**src/hdl/ioc_pkg.sv**
```systemverilog
// Package: constants and types for the io cell control block
package ioc_pkg;

    // ==========================================================
    // Register port geometry
    localparam int ADDR_W = 8;
    localparam int DATA_W = 16;

    localparam logic [ADDR_W-1:0] CFG_OFFSET    = 8'h00;
    localparam logic [ADDR_W-1:0] STATUS_OFFSET = 8'h04;

    // ==========================================================
    // Configuration field positions
    localparam int CFG_OUT_INV_BIT   = 0;
    localparam int CFG_TRI_INV_BIT   = 1;
    localparam int CFG_OUT_REG_BIT   = 2;
    localparam int CFG_TRI_REG_BIT   = 3;
    localparam int CFG_IN_SET_BIT    = 4;
    localparam int CFG_OUT_SET_BIT   = 5;
    localparam int CFG_TRI_SET_BIT   = 6;
    localparam int CFG_IN_CKINV_BIT  = 7;
    localparam int CFG_OUT_CKINV_BIT = 8;
    localparam int CFG_GATE_IN_BIT   = 9;
    localparam int CFG_GATE_OUT_BIT  = 10;
    localparam int CFG_GATE_CONN_BIT = 11;
    localparam int CFG_SLEW_BIT      = 12;
    localparam int CFG_MODE_LSB      = 13;
    localparam int CFG_WIDTH         = 15;

    localparam logic [CFG_WIDTH-1:0] CFG_RESET = 15'h0000;

    // ==========================================================
    // Status field positions
    localparam int ST_STARTED_BIT = 0;
    localparam int ST_RUN_BIT     = 1;
    localparam int ST_IN_Q_BIT    = 2;
    localparam int ST_OUT_Q_BIT   = 3;
    localparam int ST_TRI_Q_BIT   = 4;

    // ==========================================================
    // Pad modes
    typedef enum logic [1:0] {
        IOC_PAD_PULLUP   = 2'h0,
        IOC_PAD_PULLDOWN = 2'h1,
        IOC_PAD_DRIVEN   = 2'h2,
        IOC_PAD_EXTERNAL = 2'h3
    } ioc_pad_mode_t;

    // ==========================================================
    // Static cell configuration
    typedef struct packed {
        ioc_pad_mode_t pad_mode;
        logic          slew_fast;
        logic          gate_connected;
        logic          gate_out;
        logic          gate_in;
        logic          out_clk_invert;
        logic          in_clk_invert;
        logic          tri_init_set;
        logic          out_init_set;
        logic          in_init_set;
        logic          tri_registered;
        logic          out_registered;
        logic          tri_invert;
        logic          out_invert;
    } ioc_cfg_t;

    // ==========================================================
    // Start-up phases
    typedef enum {
        IOC_CONFIG,
        IOC_SOFT_START,
        IOC_RUN
    } ioc_phase_t;

    // ==========================================================
    // Pad side signals
    typedef struct packed {
        logic pad_out;
        logic pad_oe_n;
        logic pull_up_en;
        logic pull_down_en;
        logic slew_fast;
    } ioc_pad_t;

endpackage

```
**src/hdl/ioc_cell.sv**
```systemverilog
// Module: io cell output, three-state and register control
`timescale 1ns/1ps
`default_nettype none

module ioc_cell (
    input  wire logic                       core_clk,
    input  wire logic                       srst,
    input  wire logic [ioc_pkg::ADDR_W-1:0] reg_addr,
    input  wire logic [ioc_pkg::DATA_W-1:0] reg_wdata,
    input  wire logic                       reg_wr,
    input  wire logic                       reg_rd,
    output logic      [ioc_pkg::DATA_W-1:0] reg_rdata,
    input  wire logic                       config_done,
    input  wire logic                       global_set_clear_net,
    input  wire logic                       input_register_clock,
    input  wire logic                       output_register_clock,
    input  wire logic                       shared_clock_gate,
    input  wire logic                       out_data,
    input  wire logic                       tri_ctrl,
    output logic                            in_data,
    input  wire logic                       pad_in,
    output logic                            pad_out,
    output logic                            pad_oe_n,
    output logic                            pull_up_en,
    output logic                            pull_down_en,
    output logic                            slew_fast
);

    // ==========================================================
    // State
    typedef struct packed {
        ioc_pkg::ioc_cfg_t           cfg;
        ioc_pkg::ioc_phase_t         phase;
        logic [1:0]                  done_sync;
        logic [1:0]                  gsr_sync;
        logic [1:0]                  ik_sync;
        logic [1:0]                  ok_sync;
        logic [1:0]                  pad_sync;
        logic                        ik_prev;
        logic                        ok_prev;
        logic                        in_q;
        logic                        out_q;
        logic                        tri_q;
        logic [ioc_pkg::DATA_W-1:0]  rdata;
    } ioc_state_t;

    ioc_state_t s_q;
    ioc_state_t s_d;

    ioc_pkg::ioc_cfg_t cfg;
    logic              gsr_active;
    logic              ik_edge;
    logic              ok_edge;
    logic              gate;
    logic              in_load;
    logic              out_load;
    logic              data_inv;
    logic              tri_inv;
    logic              data_eff;
    logic              tri_eff;
    logic              cell_driven;
    logic              drive_on;
    logic              force_init;

    assign cfg = s_q.cfg;

    // ==========================================================
    // Clock edges and clock gate
    always_comb begin
        gsr_active = s_q.gsr_sync[1];
        // Active edge picked per register clock by its clock inversion; output and three-state flops share one
        ik_edge = cfg.in_clk_invert ?
                  (s_q.ik_prev & ~s_q.ik_sync[1]) :
                  (~s_q.ik_prev & s_q.ik_sync[1]);
        ok_edge = cfg.out_clk_invert ?
                  (s_q.ok_prev & ~s_q.ok_sync[1]) :
                  (~s_q.ok_prev & s_q.ok_sync[1]);
        // Unwired gate counts as active; no inversion in the cell
        gate = ~cfg.gate_connected | shared_clock_gate;
        in_load  = ik_edge & (gate | ~cfg.gate_in);
        out_load = ok_edge & (gate | ~cfg.gate_out);
        // Init values forced throughout configuration and by the global net only
        force_init = gsr_active | (s_q.phase == ioc_pkg::IOC_CONFIG);
    end

    // ==========================================================
    // Output and three-state path
    always_comb begin
        data_inv = out_data ^ cfg.out_invert;
        tri_inv  = tri_ctrl ^ cfg.tri_invert;
        data_eff = cfg.out_registered ? s_q.out_q : data_inv;
        tri_eff  = cfg.tri_registered ? s_q.tri_q : tri_inv;
        cell_driven = (cfg.pad_mode == ioc_pkg::IOC_PAD_DRIVEN) &&
                      (s_q.phase != ioc_pkg::IOC_CONFIG);
        drive_on = cell_driven & ~tri_eff;
    end

    // ==========================================================
    // Next state
    always_comb begin
        s_d = s_q;

        // Two-flop synchronisers for inputs from other domains
        s_d.done_sync = {s_q.done_sync[0], config_done};
        s_d.gsr_sync  = {s_q.gsr_sync[0], global_set_clear_net};
        s_d.ik_sync   = {s_q.ik_sync[0], input_register_clock};
        s_d.ok_sync   = {s_q.ok_sync[0], output_register_clock};
        s_d.pad_sync  = {s_q.pad_sync[0], pad_in};
        s_d.ik_prev   = s_q.ik_sync[1];
        s_d.ok_prev   = s_q.ok_sync[1];

        // Start-up sequencing
        case (s_q.phase)
            ioc_pkg::IOC_CONFIG: begin
                if (s_q.done_sync[1]) begin
                    s_d.phase = ioc_pkg::IOC_SOFT_START;
                end
            end
            ioc_pkg::IOC_SOFT_START: begin
                // Leave soft start once the output has been on once
                if (drive_on) begin
                    s_d.phase = ioc_pkg::IOC_RUN;
                end
            end
            ioc_pkg::IOC_RUN: begin
                s_d.phase = ioc_pkg::IOC_RUN;
            end
            default: begin
                s_d.phase = ioc_pkg::IOC_CONFIG;
            end
        endcase

        // Input, output and three-state flip-flops
        if (force_init) begin
            s_d.in_q  = cfg.in_init_set;
            s_d.out_q = cfg.out_init_set;
            s_d.tri_q = cfg.tri_init_set;
        end else begin
            if (in_load) begin
                s_d.in_q = s_q.pad_sync[1];
            end
            if (out_load) begin
                s_d.out_q = data_inv;
                s_d.tri_q = tri_inv;
            end
        end

        // Configuration writes accepted only before start-up
        if (reg_wr && reg_addr == ioc_pkg::CFG_OFFSET &&
            s_q.phase == ioc_pkg::IOC_CONFIG) begin
            s_d.cfg = ioc_pkg::ioc_cfg_t'(
                reg_wdata[ioc_pkg::CFG_WIDTH-1:0]);
        end

        // Read data stands in the cycle after the read strobe
        s_d.rdata = '0;
        if (reg_rd) begin
            case (reg_addr)
                ioc_pkg::CFG_OFFSET: begin
                    s_d.rdata[ioc_pkg::CFG_WIDTH-1:0] = s_q.cfg;
                end
                ioc_pkg::STATUS_OFFSET: begin
                    s_d.rdata[ioc_pkg::ST_STARTED_BIT] =
                        (s_q.phase != ioc_pkg::IOC_CONFIG);
                    s_d.rdata[ioc_pkg::ST_RUN_BIT] =
                        (s_q.phase == ioc_pkg::IOC_RUN);
                    s_d.rdata[ioc_pkg::ST_IN_Q_BIT]  = s_q.in_q;
                    s_d.rdata[ioc_pkg::ST_OUT_Q_BIT] = s_q.out_q;
                    s_d.rdata[ioc_pkg::ST_TRI_Q_BIT] = s_q.tri_q;
                end
                default: begin
                    s_d.rdata = '0;
                end
            endcase
        end

        if (srst) begin
            s_d = '0;
            s_d.cfg   = ioc_pkg::ioc_cfg_t'(ioc_pkg::CFG_RESET);
            s_d.phase = ioc_pkg::IOC_CONFIG;
        end
    end

    // ==========================================================
    // State register
    always_ff @(posedge core_clk) begin
        s_q <= s_d;
    end

    // ==========================================================
    // Outputs
    always_comb begin
        reg_rdata = s_q.rdata;
        in_data   = s_q.in_q;
        pad_out   = data_eff;
        pad_oe_n  = ~drive_on;
        pull_up_en   = (cfg.pad_mode == ioc_pkg::IOC_PAD_PULLUP);
        pull_down_en = (cfg.pad_mode == ioc_pkg::IOC_PAD_PULLDOWN);
        // Limited slew until the cycle after the output is first turned on
        slew_fast = cfg.slew_fast &&
                    (s_q.phase == ioc_pkg::IOC_RUN);
    end

endmodule

`default_nettype wire

```
**config.mk**
```make
export PLATFORM = sky130hd
export DESIGN_NAME = ioc_cell
export DESIGN_NICKNAME = d
export VERILOG_FILES = /design/src/hdl/ioc_pkg.sv /design/src/hdl/ioc_cell.sv
export SDC_FILE = /design/constraint.sdc
export NUM_CORES = 1
export LEC_CHECK = 0
export ABC_AREA = 1
export BUFFER_PORTS_ARGS = -buffer_cell sky130_fd_sc_hd__buf_2
export CORE_ASPECT_RATIO = 1.4
export CORE_MARGIN = 1
export CORE_UTILIZATION = 45
export DETAILED_ROUTE_END_ITERATION = 12
export PLACE_DENSITY = 0.73
export SLEW_MARGIN = 10
export SYNTH_ARGS = -nofsm -noshare
export SYNTH_HDL_FRONTEND = slang
export SYNTH_SLANG_ARGS = --single-unit
export TNS_END_PERCENT = 10
```
**constraint.sdc**
```tcl
create_clock -name core_clk -period 2.5 [get_ports core_clk]
set_input_delay 0.375 -clock core_clk [delete_from_list [all_inputs] [get_ports core_clk]]
set_output_delay 0.375 -clock core_clk [all_outputs]
set_load 0.01 [all_outputs]
```
==> impl_results.md, run 1 <==
- Reg-to-reg endpoint: cfg[11]$_SDFFE_PP0P_
- RSZ-0062 raised after global routing: false
- Port buffer count: 55
- Syn Nets: 311
- Via count: 1593
- Synth Instances: 272
- Worst hold path class: in -> reg
- Int Pwr: 1050 µW
- GRT Resource Usage Total: 0.159
- Setup TNS: 0 ns
- Pwr dens: 651 nW/µm²
- Gr ovfl total: 0
- Post-synthesis sequential area ratio: 0.481
- Flop pwr share: 0.554
- Mapped Area: 1960 µm²
- Crit path DAT: 1.57 ns
- Die Ht: 80 µm
- Vias in the first global route: 1360
- Reg-to-Reg Start: s_q[32]$_SDFFE_PP0P_
- DRC Markers: 3
- Setup slack, reg-to-reg: 0.90 ns
- Worst Path Class, Setup: reg -> out
- DR pass1 iterations: 9
- Gate power share: 0.160
- Io pins: 58
- Post-synthesis register bit count: 47
- Later-pin clock latency in the skew report: 0.29 ns
- Post-synth cell types: 20
- Chip Width: 57.7 µm
- Sw Ratio: 0.265
- Max-Cap Viols: 0
- Die area: 4620 µm²
- Synth cell count leaders: nor2_1, nand2_1, dfxtp_1
- RePlAce Congestion: 0.801
- Final clock skew: 0.00931 ns
- Async set or reset register ratio after synthesis: 0
- CTS max path bufs: 2
- Fillers: 440
- Final net count: 350
- Final setup viols: 0
- Most frequent cell after synthesis: nor2_1
- Clock root cell: clkbuf_8
- Avg Cell Area, Syn: 7.19 µm²
- CP endpoint kind: output pin
- Slew Limit Fails: 0
- Clk sinks: 47
- Hold wc startpoint: output_register_clock
- Top_reg_cell synth: dfxtp_1
- Initial core utilization: 0.465
- Status: finished, violations left
- Reg clk slew, reported paths: 0.08 ns
- Hold WS: 0.284 ns
- Core Area: 4200 µm²
- EDFF count, synth: 0
- CTS hold repair buffers: 0
- Final Hold Viols: 0
- Ys Warns: 0
- Largest area contributor in the netlist: dfxtp_1
- Crit path max fanout: 4
- Layout cells sized above 1: 0.210
- Postcts setup bufs: 0
- Final ANT Viol Nets: 0
- Slew margin rel.: 0.602
- CTS tree: built
- Area Overhead vs Synth: 12.2%
- Post-DP HPWL: 2490 µm
- Largest net degree at the start of global routing: 31
- First-pass GRT wire length: 5550 µm
- Fmax: 513 MHz
- Vias/cell: 4.49
- Leak Pwr: 0.00116 µW
- Final period utilization: 0.780
- Hold Path Stages: 3
- Crit path required time: 2.12 ns
- Clock Power Share: 0.286
- Least-Margin Pin Slew: 0.597 ns
- Hold Path Sink: s_q[23]$_SDFF_PP0_
- R2R cell count: 5
- Rows: 28
- Total Routed Length: 3460 µm
- H-tree Lvls: 2
- ANT cells: 0
- Dominant cells by area after synthesis: dfxtp_1, nor2_1, nand2_1, inv_1, buf_4
- Tmin final: 1.95 ns
- First DRT Iteration DRCs: 62
- PostCTS Resize Cnt: 0
- Share of the synthesized area in the top cell type: 0.481
- Crit path launch type: flip-flop
- Cts bufs inserted: 5
- Drt wl/cell: 9.75 µm
- Failing checks: DRC
- VDD IR max: 0.335 mV
- NetSw: 378 µW
- Antenna violations before repair: 0
==> flip-flops by register name, summed over array words and instances (netlist names) <==
signal	flops
cfg	15
gsr_active	1
in_data	1
reg_rdata	15
s_q	15
==> cells by family (layout without fill, tap and decap cells) <==
family	Yosys count	in the layout	synth area share
AO/OA/AOI/OAI	13	13	0.0333
XOR/XNOR	1	1	0.00448
adder cells (fa/ha/maj)	3	3	0.0192
buffers and inverters	65	103	0.165
flip-flops	47	47	0.481
other	1	1	0.00192
AND/OR/NAND/NOR	142	142	0.295
==> final cells by class <==
cell class | instances | area, µm² | share of cell area
Inverter | 42 | 158 | 0.0718
Multi-Input combinational cell | 160 | 692 | 0.315
Sequential cell | 47 | 941 | 0.429
Tap cell | 45 | 56.3 | 0.0257
Timing Repair Buffer | 55 | 275 | 0.125
Clock buffer | 6 | 72.6 | 0.0331
==> worst max-delay path, stage by stage (launching register included) <==
cell     delay (ns)
dfxtp_1        0.37
inv_1          0.08
ha_1           0.23
inv_1          0.15
nand3_1        0.12
nor2_1         0.11
nand2_1        0.08
buf_2          0.14
==> power groups by stage <==
stage          Sequential, µW  Combinational [µW]  Clock [µW]
4_1_cts                   791                 230         417
6_report                  791                 228         409
5_1_grt                   795                 265         448
3_5_place_dp              809                 229           0
3_3_place_gp              808                 221           0
2_1_floorplan             805                 163           0
==> worst max path at each step <==
| stage | startpoint | to | cells after the start |
|---|---|---|---|
| finish | s_q[32]$_SDFFE_PP0P_ | pad_oe_n | 7 |
| global route | s_q[31]$_SDFFE_PP0P_ | pad_oe_n | 7 |
| CTS | s_q[31]$_SDFFE_PP0P_ | pad_oe_n | 7 |
| detailed placement | reg_addr[7] | cfg[2]$_SDFFE_PP0P_ | 7 |
| global placement | reg_addr[7] | cfg[6]$_SDFFE_PP0P_ | 7 |
| floorplan | s_q[31]$_SDFFE_PP0P_ | s_q[32]$_SDFFE_PP0P_ | 10 |
==> metal layers <==
layer | vias to the layer above | routed length [µm] | global-route usage | part of all wire
met5 | - | 0 | 0 | 0
met4 | 0 | 49 | 0.0571 | 0.014
met3 | 6 | 174 | 0.0438 | 0.050
met2 | 39 | 1750 | 0.287 | 0.50
met1 | 687 | 1490 | 0.174 | 0.43
li1 | 861 | - | - | -
==> per-stage QoR <==
stage               worst slack [ns]  cell area, µm²  std cells   util  total power (µW)
global route                   0.433            2190        355  0.522              1510
detailed placement             0.734            2120        349  0.505              1040
global placement               0.701            2120        349  0.505              1030
CTS                            0.550            2190        355  0.522              1440
finish                         0.551            2190        355  0.522              1430
floorplan                       1.16            1960        272      -               968
==> layout by cell type (no fill, tap or decap) <==
cell      instances
a21oi_1           4
clkinv_1          1
inv_1            41
o21ai_0           9
nand3_1          17
conb_1            1
or2_2             1
nand3b_1          1
nand4_1           1
nor2_2            3
clkbuf_1          1
xor2_1            1
dfxtp_1          47
ha_1              3
buf_2            55
nor2_1           63
clkbuf_8          5
nand3_2           1
nand2_1          55
(Power assumes the default switching activity.)
==> run 2, diff against run 1 <==
clock period = 1.9 ns   (was 2.5 ns; I/O delays follow)
==> run 2 against run 1 <==
The run still ends with DRC left. Clock power grew 68%. Die area is the same. Flip-flop and latch count is the same.
==> impl_results.md, run 2 (synthesis gave the netlist of run 1 again) <==
- Chip Width: 57.7 µm
- Cts bufs inserted: 5
- Final net count: 352
- Slew Limit Fails: 0
- CP max stage delay: 0.35 ns
- Final clock skew: 0.00728 ns
- Grt peak-use layer: met2
- Tmin final: 1.77 ns
- DR pass1 iterations: 8
- Final ANT Viol Nets: 0
- Core Area: 4200 µm²
- Worst hold path class: in -> reg
- Hold WS: 0.182 ns
- Total Routed Length: 3490 µm
- Leak Pwr: 0.00118 µW
- Least-Margin Pin Slew: 0.524 ns
- Crit path launch type: flip-flop
- Via count: 1584
- Gr ovfl total: 0
- Fillers: 421
- Hold wc startpoint: output_register_clock
- Worst Path Class, Setup: reg -> out
- Commonest cells after routing, fill and taps aside: nor2_1, nand2_1, buf_2
- Gate power share: 0.149
- Routing usage on met2: 0.290
- Sw Ratio: 0.251
- Die Ht: 80 µm
- CTS hold repair buffers: 0
- Final setup viols: 0
- Crit-path cells: inv_1 > ha_1 > inv_2 > nand3_1 > nor2_1 > nand2_1 > buf_2
- ANT cells: 0
- M3 GR Usage: 0.0567
- Flop pwr share: 0.513
- Max-Cap Viols: 0
- Area Overhead vs Synth: 14.7%
- Final instance area: 2240 µm²
- GRT Resource Usage Total: 0.165
- CTS tree: built
- Status: finished, violations left
- Vias in the first global route: 1379
- Clock root cell: clkbuf_8
- Worst setup startpoint: s_q[31]$_SDFFE_PP0P_
- RSZ-0062 raised after global routing: false
- Layout cells sized above 1: 0.227
- Postcts setup bufs: 0
- Slew margin rel.: 0.650
- Finished Core Util: 0.533
- Rows: 28
- Vias/cell: 4.42
- Reg-to-Reg Start: s_q[31]$_SDFFE_PP0P_
- CTS max path bufs: 2
- Failing checks: DRC
- Die area: 4620 µm²
- Antenna violations before repair: 0
- Drt wl/cell: 9.76 µm
- Setup slack, reg-to-reg: 0.43 ns
- Post-DP Area: 2140 µm²
- RePlAce Congestion: 0.813
- Initial core utilization: 0.465
- Most common cell after layout, fill and taps aside: nor2_1
- Pwr dens: 909 nW/µm²
- H-tree Lvls: 2
- Crit path max fanout: 4
- First-pass GRT wire length: 5710 µm
- Final Hold Viols: 0
- CP Buf/Inv Count: 3
- Clk sinks: 47
- CP endpoint kind: output pin
- PostCTS Resize Cnt: 0
- DRC Markers: 3
- Setup TNS: 0 ns
- Int Pwr: 1530 µW
- Post-DP HPWL: 2480 µm
- Crit path required time: 1.62 ns
- Met1 Usage GRT: 0.174
- Clock Power Share: 0.338
- Crit path DAT: 1.49 ns
- Port buffer count: 55
- Io pins: 58
- Placed instance count: 351
- Reg clk slew, reported paths: 0.08 ns
- NetSw: 511 µW
- Later-pin clock latency in the skew report: 0.30 ns
- First DRT Iteration DRCs: 48
- Post-Layout Cell Count: 358
- Fmax: 565 MHz
- Final period utilization: 0.932
- CP max stage cell: dfxtp_2
- Largest net degree at the start of global routing: 31
- VDD IR max: 0.565 mV
- Family with the most delay on the worst path: flip-flops
## run 2: cell types whose count changed in the layout (fill, tap and decap cells not counted)
cell       change
inv_2          +1
dfxtp_2        +2
bufinv_16      +1
dfxtp_1        -2
buf_4          +2
inv_1          -1
## run 2: stage by stage
step                setup slack [ns]  power, µW
global placement               0.431       1350
floorplan                      0.555       1270
finish                         0.130       2040
detailed placement             0.375       1370
CTS                           0.0390       2050
global route                 0.00608       2150
## run 2: worst min-delay path, delay by kind of cell
kind,cells,cell delay (ns)
buffers and inverters,2,0.10
and+or+nand+nor,1,0.06
## run 2: worst paths after layout
path | end | cells past startpoint
max | pad_oe_n | 7
min reg2reg | s_q[30]$_SDFF_PP0_ | 2
max reg2reg | in_data$_SDFFE_PP0P_ | 9
min | s_q[23]$_SDFF_PP0_ | 3
## run 2: layer usage
layer / wire, µm / vias to the layer above
met5: 0 / -
met4: 67 / 0
met3: 226 / 5
met2: 1710 / 41
met1: 1490 / 671
li1: - / 867
## run 2: power by group through the flow
| stage | Combinational [µW] | Sequential (µW) | Clock (µW) |
|---|---|---|---|
| global route | 348 | 1050 | 751 |
| detailed placement | 301 | 1070 | 0 |
| CTS | 302 | 1040 | 704 |
| finish | 304 | 1050 | 689 |
| floorplan | 215 | 1060 | 0 |
| global placement | 290 | 1060 | 0 |
## run 2: layout make-up
class / instances / area [µm²] / area share
flip-flops and latches: 47 / 943 / 0.421
multi-input cells: 160 / 692 / 0.309
repair buffers: 57 / 290 / 0.129
inverters: 42 / 158 / 0.0703
clock buffers: 6 / 72.6 / 0.0324
well taps: 45 / 56.3 / 0.0251
clock inverters: 1 / 30.0 / 0.0134
==> run 3, diff against run 2 <==
CORE_UTILIZATION = 50   (was 45)
PLACE_DENSITY = 0.79   (was 0.73)
clock period = 2.1 ns   (was 1.9 ns; I/O delays follow)
==> run 3 against run 2 <==
The flow now finishes without violations. Clock-buffer cell count increased by 2. Combinational power decreased by 11%. Non-clock buffer count unchanged. Sequential power decreased by 10%. Clock power decreased by 15%. Worst hold slack improved by 0.027 ns. Critical path depth unchanged. Sequential share of layout area increased by 0.053 points. Cell area decreased by 0.39%. Critical endpoint unchanged. Largest power group unchanged.
==> impl_results.md, run 3 (synthesis gave the netlist of run 1 again) <==
- Status: finished, final reports clean
- CP max stage cell: dfxtp_1
- R2R cell count: 10
- RePlAce Congestion: 0.793
- Via count: 1626
- VDD IR max: 0.493 mV
- CTS max path bufs: 2
- PostCTS Resize Cnt: 0
- Hold WS: 0.208 ns
- Clk sinks: 47
- Final setup viols: 0
- Family with the most delay on the worst path: flip-flops
- DRC Markers: 0
- Rows: 26
- Crit-path cells: inv_1 > ha_1 > inv_1 > nand3_1 > nor2_1 > nand2_1 > buf_2
- Port buffer count: 55
- Die Ht: 76.0 µm
- Antenna violations before repair: 0
- Slew Limit Fails: 0
- Hold Path Stages: 3
- Setup TNS: 0 ns
- H-tree Lvls: 2
- Most common cell after layout, fill and taps aside: nor2_1
- CP Buf/Inv Count: 3
- Pwr dens: 805 nW/µm²
- Post-Layout Cell Count: 356
- Vias/cell: 4.57
- Initial core utilization: 0.527
- Fmax: 546 MHz
- Chip Width: 54.9 µm
- Flop pwr share: 0.524
- Gr ovfl total: 0
- Core Area: 3710 µm²
- Placed instance count: 348
- Final clock skew: 0.00649 ns
- Area Overhead vs Synth: 14.2%
- Reg clk slew, reported paths: 0.08 ns
- Crit path max fanout: 4
- First-pass GRT wire length: 5510 µm
- Clock Power Share: 0.325
- Sw Ratio: 0.260
- Drt wl/cell: 10.0 µm
- Gate power share: 0.151
- Tmin final: 1.83 ns
- Int Pwr: 1330 µW
- ANT cells: 0
- Io pins: 58
- Final net count: 352
- DR pass1 iterations: 4
- Vias in the first global route: 1339
- Layout cells sized above 1: 0.220
- CP most frequent cell: inv_1
- Leak Pwr: 0.00119 µW
- Final ANT Viol Nets: 0
- Largest net degree at the start of global routing: 30
- CP max stage delay: 0.36 ns
- Max-Cap Viols: 0
- CTS tree: built
- Post-DP HPWL: 2590 µm
- GRT Resource Usage Total: 0.187
- Commonest cells after routing, fill and taps aside: nor2_1, nand2_1, buf_2
- First DRT Iteration DRCs: 21
- NetSw: 468 µW
- CP endpoint kind: output pin
- Postcts setup bufs: 0
- Worst path depth: 7
- Later-pin clock latency in the skew report: 0.30 ns
- Final Hold Viols: 0
- Die area: 4170 µm²
- Crit path required time: 1.78 ns
- Total Routed Length: 3570 µm
- Worst Path Class, Setup: reg -> out
- Final period utilization: 0.872
- RSZ-0062 raised after global routing: false
- Crit path DAT: 1.52 ns
- Clock root cell: clkbuf_8
- Worst hold path class: in -> reg
- Crit path launch type: flip-flop
- Cts bufs inserted: 5
- Finished Core Util: 0.602
- CTS hold repair buffers: 0
-- run 3: changes by cell type in the layout (fill, tap and decap cells not counted) --
cell | before | now
inv_1 | 40 | 41
clkbuf_8 | 5 | 7
inv_2 | 1 | 0
dfxtp_1 | 45 | 47
dfxtp_2 | 2 | 0
bufinv_16 | 1 | 0
-- run 3: worst min-delay path: cells and delay by family --
kind	cells	cell delay, ns
buffers and inverters	2	0.13
AND/OR/NAND/NOR	1	0.03
-- run 3: stage by stage --
| step | worst slack [ns] | total power (µW) | cell area (µm²) |
|---|---|---|---|
| floorplan | 0.755 | 1150 | 1960 |
| detailed placement | 0.595 | 1240 | 2130 |
| finish | 0.268 | 1800 | 2230 |
| global route | 0.130 | 1880 | 2230 |
| CTS | 0.245 | 1810 | 2230 |
| global placement | 0.615 | 1220 | 2130 |
-- run 3: path summary, 6_finish.rpt --
check,to,from,slack (ns)
max reg2reg,s_q[32]$_SDFFE_PP0P_,s_q[31]$_SDFFE_PP0P_,0.63
min,s_q[23]$_SDFF_PP0_,output_register_clock,0.21
max,pad_oe_n,s_q[31]$_SDFFE_PP0P_,0.27
min reg2reg,s_q[22]$_SDFF_PP0_,s_q[21]$_SDFF_PP0_,0.40
-- run 3: per-layer routing --
metal  part of all wire  GRT usage  vias up
met2               0.52      0.312       37
met1               0.41      0.201      712
met4              0.021      0.115        0
met5                  0          0        -
li1                   -          -      869
met3              0.044     0.0359        8
-- run 3: cell type report --
cell class / count / area (µm²)
multi-input combinational: 160 / 692
inverter: 42 / 158
sequential: 47 / 941
timing repair buffer: 57 / 290
clock buffer: 8 / 100
fill: 355 / 1480
tap: 42 / 52.6
-- run 3: power groups by stage --
stage / Combinational, µW / Clock [µW] / Sequential (µW)
6_report: 271 / 584 / 943
2_1_floorplan: 194 / 0 / 958
4_1_cts: 273 / 597 / 943
3_3_place_gp: 262 / 0 / 962
3_5_place_dp: 272 / 0 / 964
5_1_grt: 314 / 624 / 946
